$ cat config.mk
export PLATFORM = sky130hd
export DESIGN_NAME = reload_timer_pair
export DESIGN_NICKNAME = d
export VERILOG_FILES = /design/src/pkg/reload_timer_pkg.sv /design/src/hw/reload_timer_pair.sv
export SDC_FILE = /design/constraint.sdc
export NUM_CORES = 1
export LEC_CHECK = 0
export BUFFER_PORTS_ARGS = -buffer_cell sky130_fd_sc_hd__buf_2
export CORE_ASPECT_RATIO = 1.75
export CORE_MARGIN = 4
export CORE_UTILIZATION = 58
export DETAILED_ROUTE_END_ITERATION = 7
export PLACE_DENSITY = 0.8
export SKIP_CTS_REPAIR_TIMING = 1
export SYNTH_ARGS = -nofsm -noshare
export SYNTH_HDL_FRONTEND = slang
export SYNTH_SLANG_ARGS = --single-unit
$ cat constraint.sdc
create_clock -name core_clk -period 3.1 [get_ports core_clk]
set_clock_uncertainty 0.2 [all_clocks]
set_input_delay 0.31 -clock core_clk [delete_from_list [all_inputs] [get_ports core_clk]]
set_output_delay 0.31 -clock core_clk [all_outputs]
set_load 0.005 [all_outputs]
$ cat src/pkg/reload_timer_pkg.sv
// constants and types for the dual 16-bit reload timer
// assumes a 32-bit apb master and one machine clock
package reload_timer_pkg;
	// channels and widths
	localparam int NUM_CH = 2;
	localparam int CNT_W = 16;
	localparam int PRESC_W = 5;
	// apb byte offsets
	localparam logic [7:0] OFF_CTRL = 8'h00;
	localparam logic [7:0] OFF_RELOAD = 8'h04;
	localparam logic [7:0] OFF_COUNT = 8'h08;
	localparam logic [7:0] CH_STRIDE = 8'h10;
	localparam logic [7:0] OFF_STATUS = 8'h20;
	localparam logic [7:0] OFF_MASK = 8'h24;
	// control field positions
	localparam int SW_TRIG_BIT = 6;
	localparam int RUN_BIT = 7;
	// count clock select codes; 11 is event count
	localparam logic [1:0] SEL_INT0 = 2'h0;
	localparam logic [1:0] SEL_INT1 = 2'h1;
	localparam logic [1:0] SEL_INT2 = 2'h2;
	localparam logic [1:0] SEL_EVENT = 2'h3;
	// internal periods of 2, 8 and 32 machine clocks
	localparam logic [PRESC_W-1:0] DIV_MASK0 = 5'h01;
	localparam logic [PRESC_W-1:0] DIV_MASK1 = 5'h07;
	localparam logic [PRESC_W-1:0] DIV_MASK2 = 5'h1f;
	// reset values
	localparam logic [CNT_W-1:0] RELOAD_RST = 16'hffff;
	localparam logic [CNT_W-1:0] COUNT_RST = 16'hffff;

	typedef struct packed {
		logic io_en;
		logic trig_ext;
		logic reload_mode;
		logic count_en;
		logic count_clock_select_hi;
		logic count_clock_select_lo;
	} ctrl_type;

	localparam ctrl_type CTRL_RST = 6'h00;

	typedef enum logic {
		ST_IDLE = 1'b0,
		ST_RUN = 1'b1
	} state_type;
endpackage

$ cat src/hw/reload_timer_pair.sv
// two 16-bit down counters with reload, apb registers and one interrupt
// assumes apb on core_clk; trigger and event pins are asynchronous
//
// How it works
// - count clock is one of three internal rates or the event pin.
// - control bit adds the external trigger pin in the three internal modes; the software trigger works whenever count_en is already set.
// - a trigger edge loads the reload value and starts counting.
// - underflow sets a sticky status bit that can raise the interrupt.
// - one-shot mode stops counting at underflow.
// - reload mode copies the reload value on underflow and keeps counting.
// - select codes 00, 01, 10 give three different internal periods.
// - internal mode decrements once per selected internal period.
// - two independent channels, each with counter, reload and control.
// - underflow also requests the extended io service when enabled.
//
// The placing of the registers and the APB slave port were decided locally.
`timescale 1ns/10ps
module reload_timer_pair
(
	// clock, reset, enable
	input wire logic core_clk,
	input wire logic resetn,
	input wire logic clk_en,
	// apb slave
	input wire logic psel,
	input wire logic penable,
	input wire logic pwrite,
	input wire logic [7:0] paddr,
	input wire logic [31:0] pwdata,
	output logic [31:0] prdata,
	output logic pready,
	output logic pslverr,
	// pins
	input wire logic [1:0] ext_trig_in,
	input wire logic [1:0] ext_event_in,
	// requests
	output logic irq,
	output logic [1:0] io_service_req
);
	localparam int N = reload_timer_pkg::NUM_CH;
	localparam int W = reload_timer_pkg::CNT_W;

	reload_timer_pkg::ctrl_type ctrl_reg [N];
	reload_timer_pkg::ctrl_type ctrl_next [N];
	reload_timer_pkg::state_type state_reg [N];
	reload_timer_pkg::state_type state_next [N];
	logic [W-1:0] reload_reg [N];
	logic [W-1:0] reload_next [N];
	logic [W-1:0] count_reg [N];
	logic [W-1:0] count_next [N];
	logic [N-1:0] tick_w;
	logic [N-1:0] trig_w;
	logic [N-1:0] uf_w;
	logic [N-1:0] sw_trig_w;
	logic [N-1:0] io_en_w;

	logic [N-1:0] trig_s1_reg, trig_s2_reg, trig_d_reg;
	logic [N-1:0] ev_s1_reg, ev_s2_reg, ev_d_reg;
	logic [N-1:0] trig_edge, ev_edge;
	logic [reload_timer_pkg::PRESC_W-1:0] presc_reg;

	logic [N-1:0] status_reg, status_next;
	logic [N-1:0] mask_reg, mask_next;
	logic irq_reg, irq_next;
	logic [N-1:0] io_req_reg, io_req_next;
	logic [31:0] prdata_reg, prdata_next;
	logic pready_reg, pready_next;
	logic pslverr_reg, pslverr_next;
	logic wr_en;
	logic hit;

	// pins pass two sync flops; edge detect reads the second and a delayed copy of it
	always_ff @(posedge core_clk or negedge resetn)
	begin
		if (!resetn)
		begin
			trig_s1_reg <= 2'h0;
			trig_s2_reg <= 2'h0;
			trig_d_reg <= 2'h0;
			ev_s1_reg <= 2'h0;
			ev_s2_reg <= 2'h0;
			ev_d_reg <= 2'h0;
			presc_reg <= 5'h00;
		end
		else if (clk_en)
		begin
			trig_s1_reg <= ext_trig_in;
			trig_s2_reg <= trig_s1_reg;
			trig_d_reg <= trig_s2_reg;
			ev_s1_reg <= ext_event_in;
			ev_s2_reg <= ev_s1_reg;
			ev_d_reg <= ev_s2_reg;
			presc_reg <= presc_reg + 5'h01;
		end
	end

	// rising edges only
	assign trig_edge = trig_s2_reg & ~trig_d_reg;
	assign ev_edge = ev_s2_reg & ~ev_d_reg;
	// write takes effect only at the access edge with pready high
	assign wr_en = psel & penable & pwrite & pready_reg;

	genvar i;
	generate
		for (i = 0; i < N; i++)
		begin : g_ch
			localparam logic [7:0] A_CTRL = 8'(reload_timer_pkg::OFF_CTRL + i * reload_timer_pkg::CH_STRIDE);
			localparam logic [7:0] A_RELOAD = 8'(reload_timer_pkg::OFF_RELOAD + i * reload_timer_pkg::CH_STRIDE);
			logic [1:0] sel;

			always_comb
			begin
				sel = {ctrl_reg[i].count_clock_select_hi, ctrl_reg[i].count_clock_select_lo};
				unique case (sel)
					reload_timer_pkg::SEL_INT0: tick_w[i] = (presc_reg & reload_timer_pkg::DIV_MASK0) == 5'h00;
					reload_timer_pkg::SEL_INT1: tick_w[i] = (presc_reg & reload_timer_pkg::DIV_MASK1) == 5'h00;
					reload_timer_pkg::SEL_INT2: tick_w[i] = (presc_reg & reload_timer_pkg::DIV_MASK2) == 5'h00;
					reload_timer_pkg::SEL_EVENT: tick_w[i] = ev_edge[i];
				endcase
				sw_trig_w[i] = wr_en && paddr == A_CTRL && pwdata[reload_timer_pkg::SW_TRIG_BIT];
				// count_en must already be set: a write that enables and triggers at once does not start
				// trigger source; event mode ignores the pin
				trig_w[i] = ctrl_reg[i].count_en && (sw_trig_w[i] || (ctrl_reg[i].trig_ext && trig_edge[i]
					&& sel != reload_timer_pkg::SEL_EVENT));
				uf_w[i] = state_reg[i] == reload_timer_pkg::ST_RUN && ctrl_reg[i].count_en && !trig_w[i]
					&& tick_w[i] && count_reg[i] == '0;
				io_en_w[i] = ctrl_reg[i].io_en;

				ctrl_next[i] = ctrl_reg[i];
				reload_next[i] = reload_reg[i];
				state_next[i] = state_reg[i];
				count_next[i] = count_reg[i];
				if (wr_en && paddr == A_CTRL)
					ctrl_next[i] = pwdata[5:0];
				if (wr_en && paddr == A_RELOAD)
					reload_next[i] = pwdata[W-1:0];
				// a restart wins over a tick in the same cycle
				if (!ctrl_reg[i].count_en)
					state_next[i] = reload_timer_pkg::ST_IDLE;
				else if (trig_w[i])
				begin
					state_next[i] = reload_timer_pkg::ST_RUN;
					count_next[i] = reload_reg[i];
				end
				else if (uf_w[i] && ctrl_reg[i].reload_mode)
					count_next[i] = reload_reg[i];
				else if (uf_w[i])
				begin
					state_next[i] = reload_timer_pkg::ST_IDLE;
					count_next[i] = count_reg[i] - 16'h0001;
				end
				else if (state_reg[i] == reload_timer_pkg::ST_RUN && tick_w[i])
					count_next[i] = count_reg[i] - 16'h0001;
			end

			always_ff @(posedge core_clk or negedge resetn)
			begin
				if (!resetn)
				begin
					ctrl_reg[i] <= reload_timer_pkg::CTRL_RST;
					reload_reg[i] <= reload_timer_pkg::RELOAD_RST;
					count_reg[i] <= reload_timer_pkg::COUNT_RST;
					state_reg[i] <= reload_timer_pkg::ST_IDLE;
				end
				else if (clk_en)
				begin
					ctrl_reg[i] <= ctrl_next[i];
					reload_reg[i] <= reload_next[i];
					count_reg[i] <= count_next[i];
					state_reg[i] <= state_next[i];
				end
			end

		end
	endgenerate

	// sticky underflow; set wins over write-one-clear
	always_comb
	begin
		status_next = status_reg;
		mask_next = mask_reg;
		if (wr_en && paddr == reload_timer_pkg::OFF_STATUS)
			status_next = status_reg & ~pwdata[N-1:0];
		if (wr_en && paddr == reload_timer_pkg::OFF_MASK)
			mask_next = pwdata[N-1:0];
		status_next = status_next | uf_w;
		irq_next = |(status_next & mask_next);
		io_req_next = uf_w & io_en_w;
	end

	// apb answer one cycle after setup; unmapped reads zero with pslverr
	always_comb
	begin
		hit = 1'b1;
		prdata_next = 32'h0000_0000;
		unique case (paddr)
			reload_timer_pkg::OFF_CTRL:
				prdata_next = {24'h0, state_reg[0] == reload_timer_pkg::ST_RUN, 1'b0, ctrl_reg[0]};
			reload_timer_pkg::OFF_RELOAD: prdata_next = {16'h0, reload_reg[0]};
			reload_timer_pkg::OFF_COUNT: prdata_next = {16'h0, count_reg[0]};
			8'(reload_timer_pkg::OFF_CTRL + reload_timer_pkg::CH_STRIDE):
				prdata_next = {24'h0, state_reg[1] == reload_timer_pkg::ST_RUN, 1'b0, ctrl_reg[1]};
			8'(reload_timer_pkg::OFF_RELOAD + reload_timer_pkg::CH_STRIDE): prdata_next = {16'h0, reload_reg[1]};
			8'(reload_timer_pkg::OFF_COUNT + reload_timer_pkg::CH_STRIDE): prdata_next = {16'h0, count_reg[1]};
			reload_timer_pkg::OFF_STATUS: prdata_next = {30'h0, status_reg};
			reload_timer_pkg::OFF_MASK: prdata_next = {30'h0, mask_reg};
			default: hit = 1'b0;
		endcase
		pready_next = psel & ~penable;
		pslverr_next = psel & ~penable & ~hit;
		if (!(psel && !penable))
			prdata_next = prdata_reg;
	end

	always_ff @(posedge core_clk or negedge resetn)
	begin
		if (!resetn)
		begin
			status_reg <= 2'h0;
			mask_reg <= 2'h0;
			irq_reg <= 1'b0;
			io_req_reg <= 2'h0;
			prdata_reg <= 32'h0000_0000;
			pready_reg <= 1'b0;
			pslverr_reg <= 1'b0;
		end
		else if (clk_en)
		begin
			status_reg <= status_next;
			mask_reg <= mask_next;
			irq_reg <= irq_next;
			io_req_reg <= io_req_next;
			prdata_reg <= prdata_next;
			pready_reg <= pready_next;
			pslverr_reg <= pslverr_next;
		end
	end

	assign prdata = prdata_reg;
	assign pready = pready_reg;
	assign pslverr = pslverr_reg;
	assign irq = irq_reg;
	assign io_service_req = io_req_reg;
endmodule // reload_timer_pair

==> out/results.ini <==
[cells_and_area]
most-common-layout-cells=dfstp_2, nand2_1, a22oi_1, dfrtp_1, mux2_2
nets=754
antennaDiodeCount=0
drive_above_1_share_pct=33.7
area_growth_pct=17.5
layout_commonest_cell=dfstp_2
stdcell_area_sq_um=7690

[global_route]
antenna_found_initial=0
grt_pass1_wl_mm=27.8
grt_pass1_vias=5382
grt.total_usage_pct=28.2
grt_overflow=0
grt_max_degree=74

[drt]
routedWlPerCell_um=21.0
viasPerCell=6.39
drt-pass1-iter-count=6
drt_iter0_drc=514
routed_wl_mm=17.8
route.detailed.drc=0
drtAntennaViolNets=0
vias=5401

[setup_path]
crit_chain=inv_1 -> ha_1 -> nor4b_1 -> buf_4 -> mux4_2 -> a211oi_1 -> nor2_1 -> buf_4 -> a32oi_1 -> o211ai_1
max_stage_delay_ns=0.51
critical_path_required_ns=3.23
r2r_cells=10
crit_path_end_kind=register
worstPathArrival_ns=3.04
path_class=register to register
cp_slowest_cell=mux4_2
crit_top_cell=buf_4
critPathLaunchType=register
crit_fanout=14

[place]
post-dp-hpwl_mm=12.6
portBuffers=54
place_congestion=0.902
dpl-instance-area_sq_um=6950

[power_and_ir_drop]
p_total_mw=4.02
peakVddDrop_uv=523
power_leakage_nw=3.33
p_per_area_nw_per_um2=523

[die]
row_count=51
die_y_um=149
fp.dieArea_sq_um=13100
start_util_pct=58.9
dieWidth_um=88.3
io_pins=87
core-area_sq_um=11100

[logic_synthesis]
yosysWarningCount=0
synthCells=623
postSynth.asyncResetShare_pct=100
ys_ff_latch=120
synth-edff-count=0
synth.distinct_cells=69
syn_avg_cell_area_sq_um=10.5
synth.yosys.seq_area_share_pct=47.1
synth_top_flop_cell=dfstp_2
synthesis.area_sq_um=6540

[hold_path]
worstHoldPathType=input port to register
hold_path_depth=3

[cts]
cts_sinks=120
cts_root_buffer=clkbuf_16
cts_buffer_depth=2
path_clk_slew_ns=0.05
cts_made_buffers=17
clock_latency_ns=0.42
cts_tree=done
htreeDepth=4

[run]
drv_cap=0

[timing]
finalMaxSlewViolations=0
whs_ns=-0.0171
fmax_mhz=344
rsz0062_at_grt=no
fin_crit_sh_pct=93.8
finalSetupViolations=0
tightest_slew_ns=0.913
hold_violations=3
min_period_ns=2.91
slew-limit-headroom_pct=39.1
fin_tns_setup_ns=0

[status]
failed_checks=hold timing
status=finished, violations left

-- kinds of logic (layout without fill, tap and decap cells) --
group | count (synthesis) | in the layout | share of synthesized area (%)
buffers and inverters | 89 | 164 | 6.84
and+or+nand+nor | 159 | 159 | 13.1
muxes | 88 | 88 | 14.7
DFF | 120 | 120 | 47.1
adders and majority gates | 4 | 4 | 0.765
other | 1 | 16 | 0.0573
AOI/OAI and AO/OA | 158 | 158 | 16.8
xor gates and xnor gates | 4 | 4 | 0.535
-- stage by stage --
step	utilization, %	instances	setup slack (ns)
final	69.2	845	0.193
after detailed placement	62.6	800	0.184
after CTS	68.1	832	0.172
after global placement	62.6	800	0.288
after global routing	69.2	845	0.0206
after floorplan	-	638	0.695
-- metal layers --
layer | wire length (um) | GRT usage [%]
met5 | 0 | 0
met4 | 1200 | 18.2
met3 | 1170 | 5.10
met2 | 9010 | 46.9
met1 | 6400 | 32.4
-- critical path, delay by kind of cell, from the launching register on --
family / cells / cell delay, ns
compound gates: 3 / 0.72
mux: 1 / 0.51
buf+inv: 3 / 0.47
flops: 1 / 0.42
simple gates: 2 / 0.27
fa+ha+maj: 1 / 0.23
-- synth_stat cells, drive strengths merged, types with 2 or more instances --
cell type   n  area (sq um)
dfstp      64          1680
nand2      58           223
a22oi      56           420
dfrtp      56          1400
mux2       55           619
inv        45           169
o21ai      40           200
buf        32           233
mux2i      32           320
nor2       28           110
a21oi      14          70.1
nor4       13           115
clkbuf     12          46.3
nor3       12          60.1
a21o       10          75.1
nand3       7          35.0
and2        6          37.5
a211oi      5          42.5
a221oi      5          43.8
nor2b       5          31.3
or4b        5          53.8
and4        4          35.0
ha          4          50.1
nand4       4          25.0
o22ai       4          31.3
a22o        3          26.3
a311o       3          30.0
nor4b       3          26.3
o21a        3          22.5
o2bb2ai     3          26.3
or4         3          30.0
xnor2       3          26.3
a21boi      2          15.0
and3        2          13.8
nand3b      2          15.0
nor3b       2          15.0
or2         2          12.5
-- area by class of cell --
class	instances	area (sq um)
Clock buffer	25	495
Sequential cell	120	3080
Multi-Input combinational cell	429	3070
Inverter	45	169
Fill cell	818	3420
Clock inverter	7	115
Tap cell	132	165
Timing Repair Buffer	87	591
-- final timing paths --
kind / slack [ns] / endpoint / from
worst min-delay path: -0.02 / pready$_DFFE_PN0P_ / psel
max in group asynchronous: 1.47 / reload_reg[27]$_DFFE_PN1P_ / resetn
worst min register to register: 0.27 / prdata[10]$_DFFE_PN0P_ / prdata[10]$_DFFE_PN0P_
min in group asynchronous: 0.36 / ev_d_reg[1]$_DFFE_PN0P_ / resetn
worst max-delay path: 0.19 / count_reg[13]$_DFFE_PN1P_ / presc_reg[0]$_DFFE_PN0P_
worst max register to register: 0.19 / count_reg[13]$_DFFE_PN1P_ / presc_reg[0]$_DFFE_PN0P_
-- where the power goes --
part / switching, mW / total [mW] / internal, mW
combinational: 0.153 / 0.283 / 0.130
clock: 0.679 / 2.02 / 1.35
sequential: 0.0636 / 1.71 / 1.65
total: 0.896 / 4.02 / 3.12
Note: power is estimated with default switching activity, not from simulation.
